File: src/common/sbsc_defs.svh
// Constants of the synchronous burst SRAM control block
// Summary of operation
// - Burst order pin picks linear or XOR order
// - Two low address bits preset the counter
// - Counter wraps to loaded value on fifth clock
// - Both strobes high, step low: next address
// - Three deselect cases power down, outputs off
// - Read burst begins on two strobe cases
// - Write burst needs controller strobe and qualifier
// - Primary high, controller strobe high: continue or suspend
// - Step high holds address, repeats the access
// - Global write low writes every lane
// - Gate low writes exactly the low lanes
// - Reads drive every lane
// - Writes keep every lane at high impedance
// - Lanes c and d only in wide build
// - Output enable high turns drivers off at once
// - Output enable low only permits read drivers
// - Flow select low bypasses the output register
// - Sleep input high means standby
// - Open mode pins give pipelined, active operation
// - Pipelined reads add one output register stage
// - Deselect turns pipelined outputs off one stage early
// - Reads with outputs disabled still step counter
// - Memory contents kept during sleep
`ifndef SBSC_DEFS_SVH
`define SBSC_DEFS_SVH
`define SBSC_LANE_BITS 9
`define SBSC_LANES_WIDE 4
`define SBSC_LANES_NARROW 2
`define SBSC_ADDR_BITS 19
`define SBSC_LOW_BITS 2
`define SBSC_LOW_LSB 0
`define SBSC_COUNT_RESET 2'h0
`define SBSC_READ_STAGES_FLOW 2
`define SBSC_READ_STAGES_PIPE 3
`endif

File: src/common/sbsc_pkg.sv
// Types shared by the burst SRAM control block
package sbsc_pkg;
    // One-hot access kinds
    typedef enum logic [3:0] {
        OP_DESELECT = 4'h1,
        OP_READ = 4'h2,
        OP_WRITE = 4'h4,
        OP_SLEEP = 4'h8
    } sbsc_op_type;

    // Synchronous control pins as sampled at the clock edge
    typedef struct packed {
        logic cpu_load_strobe_n;
        logic ctrl_load_strobe_n;
        logic burst_step_n;
        logic primary_select_n;
        logic positive_select;
        logic tertiary_select_n;
        logic all_lanes_write_n;
        logic byte_lane_gate_n;
    } sbsc_ctrl_type;

    // Static mode pins
    typedef struct packed {
        logic flow_through_select_n;
        logic sleep_request;
        logic linear_order_select_n;
    } sbsc_mode_type;

    // Burst counter state
    typedef struct packed {
        logic [1:0] base;
        logic [1:0] step_count;
    } sbsc_count_type;
endpackage : sbsc_pkg

File: src/hdl/sbsc_control.sv
// Control logic of a synchronous burst SRAM with flow-through or pipelined reads
`include "sbsc_defs.svh"
module sbsc_control #(
    parameter int LANES = `SBSC_LANES_WIDE,
    parameter int LANE_BITS = `SBSC_LANE_BITS,
    parameter int ADDR_BITS = `SBSC_ADDR_BITS
) (
    // Clock and reset
    input wire logic clk,
    input wire logic rst,
    // Synchronous bus from the processor or cache controller
    input wire logic [ADDR_BITS-1:0] addr,
    input wire sbsc_pkg::sbsc_ctrl_type ctrl,
    input wire logic [LANES-1:0] lane_write_n,
    // Asynchronous output enable and mode pins
    input wire logic output_enable_n,
    input wire sbsc_pkg::sbsc_mode_type mode,
    // Data pins, split into input, output and per-lane enable
    input wire logic [LANES*LANE_BITS-1:0] dq_in,
    output logic [LANES*LANE_BITS-1:0] dq_out,
    output logic [LANES-1:0] dq_oe_n,
    // Storage array read port
    output logic mem_rd_en,
    output logic [ADDR_BITS-1:0] mem_rd_addr,
    input wire logic [LANES*LANE_BITS-1:0] mem_rdata,
    // Storage array write port
    output logic [LANES-1:0] mem_wr_lanes,
    output logic [ADDR_BITS-1:0] mem_wr_addr,
    output logic [LANES*LANE_BITS-1:0] mem_wdata,
    // Status
    output logic standby,
    output logic powered_down
);
    localparam int DATA_BITS = LANES * LANE_BITS;

    typedef struct packed {
        // Command captured at the last edge
        sbsc_pkg::sbsc_op_type cmd1;
        logic [ADDR_BITS-1:0] addr1;
        logic [LANES-1:0] lanes1;
        // Command one edge older, for the early turn-off
        sbsc_pkg::sbsc_op_type cmd2;
        // Array ports
        logic rd_en;
        logic [LANES-1:0] wr_lanes;
        logic [ADDR_BITS-1:0] wr_addr;
        logic [DATA_BITS-1:0] wdata;
        // Flow-through output stage
        logic flow_valid;
        logic [DATA_BITS-1:0] flow_data;
        // Pipelined output register
        logic pipe_valid;
        logic [DATA_BITS-1:0] pipe_data;
    } sbsc_state_type;

    sbsc_state_type state_reg;
    sbsc_state_type state_next;

    // Decoded command of this edge
    sbsc_pkg::sbsc_op_type op;
    logic chip_true;
    logic write_qual;
    logic [LANES-1:0] lane_mask;
    logic begin_burst;
    logic continue_burst;
    logic suspend_burst;
    logic [1:0] cur_low;
    logic [1:0] next_low;
    logic [ADDR_BITS-1:0] used_addr;
    logic [LANES-1:0] lane_n_present;
    logic drive;

    // Wide build has all four lanes; narrow build has a and b only
    generate
        if (LANES >= `SBSC_LANES_WIDE) begin : g_wide
            assign lane_n_present = lane_write_n;
        end else begin : g_narrow
            assign lane_n_present = lane_write_n[LANES-1:0];
        end
    endgenerate

    // Write qualifier and lane mask
    always_comb begin
        write_qual = ~ctrl.all_lanes_write_n
            | (~ctrl.byte_lane_gate_n & (|(~lane_n_present)));
        if (!ctrl.all_lanes_write_n) begin
            lane_mask = {LANES{1'b1}};
        end else if (!ctrl.byte_lane_gate_n) begin
            lane_mask = ~lane_n_present;
        end else begin
            lane_mask = '0;
        end
    end

    assign chip_true = ctrl.positive_select & ~ctrl.tertiary_select_n;

    // Command decode; sleep overrides everything so the array is untouched
    always_comb begin
        op = sbsc_pkg::OP_DESELECT;
        begin_burst = 1'b0;
        continue_burst = 1'b0;
        suspend_burst = 1'b0;
        if (mode.sleep_request) begin
            op = sbsc_pkg::OP_SLEEP;
        end else if (ctrl.primary_select_n && !ctrl.ctrl_load_strobe_n) begin
            op = sbsc_pkg::OP_DESELECT;
        end else if (!ctrl.primary_select_n && !chip_true
                     && (!ctrl.cpu_load_strobe_n || !ctrl.ctrl_load_strobe_n)) begin
            op = sbsc_pkg::OP_DESELECT;
        end else if (!ctrl.primary_select_n && !ctrl.cpu_load_strobe_n) begin
            // Processor strobe ignores the write inputs
            op = sbsc_pkg::OP_READ;
            begin_burst = 1'b1;
        end else if (!ctrl.primary_select_n && !ctrl.ctrl_load_strobe_n) begin
            op = write_qual ? sbsc_pkg::OP_WRITE : sbsc_pkg::OP_READ;
            begin_burst = 1'b1;
        end else begin
            // Both strobes high, or primary high with controller strobe high
            op = write_qual ? sbsc_pkg::OP_WRITE : sbsc_pkg::OP_READ;
            continue_burst = ~ctrl.burst_step_n;
            suspend_burst = ctrl.burst_step_n;
        end
    end

    // Counter steps on every continued access, even with outputs disabled
    sbsc_burst_counter u_counter (
        .clk(clk),
        .rst(rst),
        .load(begin_burst),
        .load_value(addr[`SBSC_LOW_LSB +: `SBSC_LOW_BITS]),
        .step(continue_burst),
        .interleave(mode.linear_order_select_n),
        .cur_low(cur_low),
        .next_low(next_low)
    );

    // Upper address bits come from the last loaded address
    always_comb begin
        used_addr = state_reg.addr1;
        if (begin_burst) begin
            used_addr = addr;
        end else if (continue_burst) begin
            used_addr[`SBSC_LOW_LSB +: `SBSC_LOW_BITS] = next_low;
        end else if (suspend_burst) begin
            used_addr[`SBSC_LOW_LSB +: `SBSC_LOW_BITS] = cur_low;
        end
    end

    // Pipeline of captured commands
    always_comb begin
        state_next = state_reg;
        state_next.cmd2 = state_reg.cmd1;
        state_next.cmd1 = op;
        state_next.lanes1 = '0;
        state_next.rd_en = 1'b0;
        state_next.wr_lanes = '0;
        if (begin_burst || continue_burst || suspend_burst) begin
            state_next.addr1 = used_addr;
        end
        case (op)
            sbsc_pkg::OP_READ: begin
                state_next.rd_en = 1'b1;
            end
            sbsc_pkg::OP_WRITE: begin
                state_next.lanes1 = lane_mask;
            end
            sbsc_pkg::OP_DESELECT: begin
                state_next.lanes1 = '0;
            end
            sbsc_pkg::OP_SLEEP: begin
                state_next.lanes1 = '0;
            end
            default: begin
                state_next.cmd1 = sbsc_pkg::OP_DESELECT;
            end
        endcase
        // Write data is taken one edge after its command
        if (state_reg.cmd1 == sbsc_pkg::OP_WRITE) begin
            state_next.wr_lanes = state_reg.lanes1;
            state_next.wr_addr = state_reg.addr1;
            state_next.wdata = dq_in;
        end
        // Flow-through stage catches the array word
        state_next.flow_valid = state_reg.rd_en;
        if (state_reg.rd_en) begin
            state_next.flow_data = mem_rdata;
        end
        // Pipelined mode adds one more register
        state_next.pipe_valid = state_reg.flow_valid;
        state_next.pipe_data = state_reg.flow_data;
    end

    always_ff @(posedge clk) begin
        if (rst) begin
            state_reg <= '{
                cmd1: sbsc_pkg::OP_DESELECT,
                addr1: '0,
                lanes1: '0,
                cmd2: sbsc_pkg::OP_DESELECT,
                rd_en: 1'b0,
                wr_lanes: '0,
                wr_addr: '0,
                wdata: '0,
                flow_valid: 1'b0,
                flow_data: '0,
                pipe_valid: 1'b0,
                pipe_data: '0
            };
        end else begin
            state_reg <= state_next;
        end
    end

    // Pin defaults: high flow select and low sleep mean pipelined, active
    always_comb begin
        if (!mode.flow_through_select_n) begin
            drive = state_reg.flow_valid;
            dq_out = state_reg.flow_data;
        end else begin
            // Single-cycle deselect: a newer non-read kills the older word
            drive = state_reg.pipe_valid
                & (state_reg.cmd2 == sbsc_pkg::OP_READ);
            dq_out = state_reg.pipe_data;
        end
    end

    // Output enable only gates; it never creates a drive on its own
    assign dq_oe_n = {LANES{~drive | output_enable_n}};

    assign mem_rd_en = state_reg.rd_en;
    assign mem_rd_addr = state_reg.addr1;
    assign mem_wr_lanes = state_reg.wr_lanes;
    assign mem_wr_addr = state_reg.wr_addr;
    assign mem_wdata = state_reg.wdata;
    assign standby = (state_reg.cmd1 == sbsc_pkg::OP_SLEEP);
    assign powered_down = (state_reg.cmd1 == sbsc_pkg::OP_DESELECT)
        | (state_reg.cmd1 == sbsc_pkg::OP_SLEEP);
endmodule : sbsc_control

File: src/hdl/sbsc_burst_counter.sv
// Two-bit burst address counter, linear or interleaved
`include "sbsc_defs.svh"
module sbsc_burst_counter (
    // Clock and reset
    input wire logic clk,
    input wire logic rst,
    // Control
    input wire logic load,
    input wire logic [1:0] load_value,
    input wire logic step,
    input wire logic interleave,
    // Addresses
    output logic [1:0] cur_low,
    output logic [1:0] next_low
);
    sbsc_pkg::sbsc_count_type state_reg;
    sbsc_pkg::sbsc_count_type state_next;
    logic [1:0] next_count;

    // Count wraps modulo four, so the fifth address repeats the first
    assign next_count = state_reg.step_count + 2'h1;

    always_comb begin
        if (interleave) begin
            cur_low = state_reg.base ^ state_reg.step_count;
            next_low = state_reg.base ^ next_count;
        end else begin
            cur_low = state_reg.base + state_reg.step_count;
            next_low = state_reg.base + next_count;
        end
    end

    always_comb begin
        state_next = state_reg;
        if (load) begin
            state_next.base = load_value;
            state_next.step_count = `SBSC_COUNT_RESET;
        end else if (step) begin
            state_next.step_count = next_count;
        end
    end

    always_ff @(posedge clk) begin
        if (rst) begin
            state_reg <= {`SBSC_COUNT_RESET, `SBSC_COUNT_RESET};
        end else begin
            state_reg <= state_next;
        end
    end
endmodule : sbsc_burst_counter

File: config.mk
export PLATFORM = sky130hd
export DESIGN_NAME = sbsc_control
export DESIGN_NICKNAME = d
export VERILOG_FILES = /design/src/common/sbsc_pkg.sv /design/src/hdl/sbsc_control.sv /design/src/hdl/sbsc_burst_counter.sv
export VERILOG_INCLUDE_DIRS = /design/src /design/src/common
export SDC_FILE = /design/constraint.sdc
export NUM_CORES = 1
export LEC_CHECK = 0
export ABC_CLOCK_PERIOD_IN_PS = 3030
export BUFFER_PORTS_ARGS = -buffer_cell sky130_fd_sc_hd__buf_2
export CAP_MARGIN = 25
export CORE_MARGIN = 2
export CORE_UTILIZATION = 43
export CTS_CLUSTER_DIAMETER = 30
export DETAILED_ROUTE_END_ITERATION = 10
export PLACE_DENSITY_LB_ADDON = 0.25
export SYNTH_ARGS = -nofsm -noshare
export SYNTH_HDL_FRONTEND = slang
export SYNTH_SLANG_ARGS = --single-unit
File: constraint.sdc
create_clock -name clk -period 3.03 [get_ports clk]
set_input_delay 0.4545 -clock clk [delete_from_list [all_inputs] [get_ports clk]]
set_output_delay 0.4545 -clock clk [all_outputs]
set_load 0.02 [all_outputs]
; ---- After elaboration in Yosys (flattened, before gate mapping)
; Index checks and enable logic that the tools add are counted.
[op_classes]
n_addsub = 3
eq_ne = 8
n_mux = 30
n_bitwise = 17
reduce_logical = 21
[ops]
columns = operator, n
row1 = two-way mux 36 bit, 1
row2 = two-way mux 1 bit, 17
row3 = two-way mux 3 bit, 4
row4 = two-way mux 4 bit, 3
row5 = two-way mux 2 bit, 5
row6 = equality test 4 x 1 -> 1 bit (second input constant), 2
row7 = equality test 4 x 2 -> 1 bit (second input constant), 2
row8 = equality test 4 x 3 -> 1 bit (second input constant), 2
row9 = equality test 4 bit (second input constant), 2
row10 = inverter 1 bit, 8
row11 = OR reduction 2 bit, 4
row12 = OR reduction 4 bit, 2
row13 = logical AND 1 bit, 5
row14 = adder 2 bit, 2
row15 = zero test 1 bit, 4
row16 = inverter 4 bit, 1
row17 = AND reduction 2 bit, 2
row18 = XOR 2 bit, 2
row19 = AND 1 bit, 3
row20 = logical OR 1 bit, 3
row21 = OR 1 bit, 3
row22 = nonzero test 3 bit, 1
row23 = adder 2 x 1 -> 2 bit (second input constant), 1
[word_totals]
ff_bits = 169
input_bits = 109
out_inout_bits = 121
wordCells = 94

; ---- Logic depth before layout (Yosys ltp)
[depth]
ltp_word = 13
ltp_mapped = 6
ltp_nobuf = 6

; ---- Cells and area by module
; A second synthesis with hierarchy kept.
[unflattened]
cells_unflattened = 736
area_unflattened_um2 = 6815.3
[by_module_without_submodules]
columns = mod, instances, cells_per_inst, area_per_inst_um2, seq_area_each_um2
row1 = sbsc_control, 1, 713, 6573.8, 3303.2
row2 = sbsc_burst_counter, 1, 23, 241.5, 80.1

; ---- Worst setup path after synthesis
; Ideal clock, no wire load.
[synth_timing]
path_kind = input-to-output
start = input port mode[2] (netlist bit)
end = output port dq_oe_n[1]
arrival_ns = 1.523
setup_slack_ns = 1.052
cell_stages = 5
path_buffers = 3
cell_sequence = clkbuf_1 > buf_2 > nand3_1 > a21o_1 > buf_4
[synth_between]
elab_chain_len = 3
[synth_rtl]
columns = item, line_no
row1 = "start, declared", sbsc_control.sv:17  ; input wire sbsc_pkg::sbsc_mode_type mode,
row2 = two-way mux 1 bit, sbsc_control.sv:216  ; if (!mode.flow_through_select_n) begin
row3 = inverter 1 bit, sbsc_control.sv:228  ; assign dq_oe_n = {LANES{~drive | output_enable_n}};
row4 = OR 1 bit, sbsc_control.sv:228
row5 = "end, declared", sbsc_control.sv:21  ; output logic [LANES-1:0] dq_oe_n,
; No other way between the ends.

; ---- Worst setup path after layout
[layout_timing]
start = input port mode[2] (netlist bit)
end = output port dq_oe_n[0]
; The elaborated chain is that of the path after synthesis.

==> flow_summary.toml <==
[timing]
relSlewSlack_pct = 42.9
finalSetupViolCount = 0
period_needed_ps = 2170
slew_viol_final = 0
post-route-period-util_pct = 71.5
grt_setup_unrepaired = "false"
hold-worst-slack_ps = 270
fin_skew_ps = 6.97
timing.fmax_mhz = 462
finalSetupTns_ps = 0
tightest_slew_ps = 857
report.final.hold_viol_count = 0

[setup_path]
worstPathArrival_ps = 1710
required_ps = 2580
r2r_slack_ps = 1020
reg2regPathDepth = 4
reg2reg_to = "mem_wr_addr[1]"
worst_setup_path_end_kind = "primary output"
crit_path_start_kind = "input port"
worstPathMaxFanout = 38
worstSetupPathType = "in -> out"
reg2reg_from = "state_next[135]"
cp-startpoint = "mode[2]"

[cells_and_area]
areaGrowthSynthToFinish_pct = 18.7
final_nets = 974
largest_reg_flops = 45
layout-drive-gt1-share_pct = 36.1
fillerInstances = 1467

[detailed_routing]
wl_met2_mm = 6.11
via_per_inst = 4.55
drt_pass1_iterations = 4
route.met3.wl_mm = 1.20
wl_per_cell_um = 13.0
routed_wl_mm = 14.2
drc = 0
drt-met1-wl_mm = 6.68
drt_iter0_drc = 198
vias = 4951
topRoutingLayerUsed = "met4"
antenna_left = 0

[floorplanning]
die_h_um = 129
fp.coreArea_mm2 = 0.0153
die_area_mm2 = 0.0167
die_w_um = 129
num_io_pins = 230
initial_utilization_pct = 44.1
num_rows = 45

[status]
outcome = "finished clean"

[place]
io_buffers = 229
dp.final_hpwl_mm = 9.83
gp_congestion = 0.739

[global_route]
gr-total-overflow = 0
grt_pass1_wl_mm = 22.4
antenna_found_initial = 0
grt_max_degree = 69
grt_pass1_vias = 4542
track_usage_pct = 17.0

[clock_tree]
cts_tree = "yes"
clk_latency_ps = 420
post_cts_buffers = 0
htreeDepth = 4
cts_resized = 0
numCtsBuffers = 17
clk_path_buf_depth = 2
hold_buffers = 0
clk_pin_slew_ps = 70
clkSinkCount = 169
clockRootBuffer = "clkbuf_16"

[yosys]
yosysTopAreaCell = "dfxtp_1"
synth_xor_area_share_pct = 0.651
syn_area_mm2 = 0.00673
syn_nets = 840
synth_top_family_by_area = "simple AND/OR/NAND/NOR gates"
synth_edf_count = 0
synth_most_common_cell = "dfxtp_1"
synth_area_leaders = "dfxtp_1 (50%), buf_4 (9.0%), nand2_1 (8.4%)"
ys_seq_elements = 169
seq_area_frac_synth_pct = 50.3
synth_top_area_share_pct = 50.3
yosys_warnings = 0
synthAdderAreaFrac_pct = 0.372
yosys.cell_types.count = 38
synth_compound_area_share_pct = 7.70
yosys.area_share.simple_pct = 17.3
async_flop_share_pct = 0
synth_cells = 729
syn_area_per_cell_um2 = 9.23
ys.flop_type = "dfxtp_1"
synthTopCellsByCount = "dfxtp_1 (169), nand2_1 (150), buf_4 (81), a21oi_1 (77), nor2b_1 (46)"
synth_mux_area_share_pct = 11.5

[power_and_ir_drop]
vdd_ir_drop_max_mv = 0.387
swShare_pct = 23.2
power_frac_comb_pct = 6.1
clkPwrFrac_pct = 44.8
p_int_w = 0.00356
p_per_area_mw_per_mm2 = 581
switchingPower_w = 0.00108
seqPwrFrac_pct = 49.1
leakagePower_nw = 3.49

[job]
drv_cap = 0

[min_path]
hp-class = "in -> reg"
whs_endpoint = "mem_rd_addr[8]"
hold_depth = 3
hold_start = "addr[8]"
## cell type report
| class | instances | area (µm²) | share of cell area [%] |
|---|---|---|---|
| sequential | 169 | 3380 | 42.4 |
| multi-input combinational | 434 | 2540 | 31.8 |
| clock buffer | 19 | 453 | 5.67 |
| clock inverter | 12 | 119 | 1.49 |
| tap | 211 | 264 | 3.30 |
| timing repair buffer | 239 | 1220 | 15.3 |
| inverter | 2 | 7.51 | 0.0939 |
| antenna | 1 | 2.50 | 0.0313 |
## through the flow
| stage | util [%] | power, W | instances | setup WS (ps) | area (µm²) |
|---|---|---|---|---|---|
| floorplan | - | 0.00250 | 729 | 1050 | 6730 |
| global placement | 48.6 | 0.00261 | 1055 | 908 | 7420 |
| detailed placement | 48.6 | 0.00262 | 1055 | 841 | 7420 |
| CTS | 52.4 | 0.00471 | 1086 | 835 | 7990 |
| global route | 52.4 | 0.00483 | 1086 | 746 | 7990 |
| finish | 52.4 | 0.00464 | 1087 | 863 | 7990 |
## kinds of logic after synthesis
family / count (synthesis)
AO/OA/AOI/OAI: 93
XOR/XNOR: 5
adder cells (fa/ha/maj): 2
buffers and inverters: 126
flip-flops: 169
multiplexers: 73
AND/OR/NAND/NOR: 261
## critical path, cell delays in order
cell and delay [ps]:
buf_2 650, nand3_1 170, a21o_1 260, buf_2 180
## worst max path at each step
stage	endpoint	slack, ps	cells after the start
after floorplan	dq_oe_n[1]	1050	5
after global placement	dq_oe_n[0]	910	4
after detailed placement	dq_oe_n[0]	840	4
after CTS	dq_oe_n[0]	830	4
after global routing	dq_oe_n[0]	750	4
final	dq_oe_n[0]	860	4
## routing by layer
metal,GRT usage (%),vias up
li1,-,2558
met1,22.4,2199
met2,25.8,180
met3,6.52,14
met4,5.24,0
met5,0,-
## power groups by stage
stage | Combinational, W | Sequential [W] | Clock (W)
after floorplan | 0.000180 | 0.00232 | 0
after global placement | 0.000283 | 0.00233 | 0
after detailed placement | 0.000287 | 0.00233 | 0
after CTS | 0.000288 | 0.00228 | 0.00214
after global routing | 0.000314 | 0.00228 | 0.00223
final | 0.000284 | 0.00228 | 0.00208
## cell usage in the layout (no fill, tap or decap), drive strengths merged, types with 2 or more instances in the layout
master    count
nor2b        46
and2          4
o21ai         6
nor4b         3
dfxtp       169
mux2i        36
clkinv        5
buf         239
o21bai        3
nor3          5
ha            2
mux2         37
a211oi        2
or3b          2
xnor2         4
clkinvlp      3
a21oi        77
nor2         41
clkbuf       19
inv           5
nand2       150
and3          4
(Power assumes the default switching activity.)
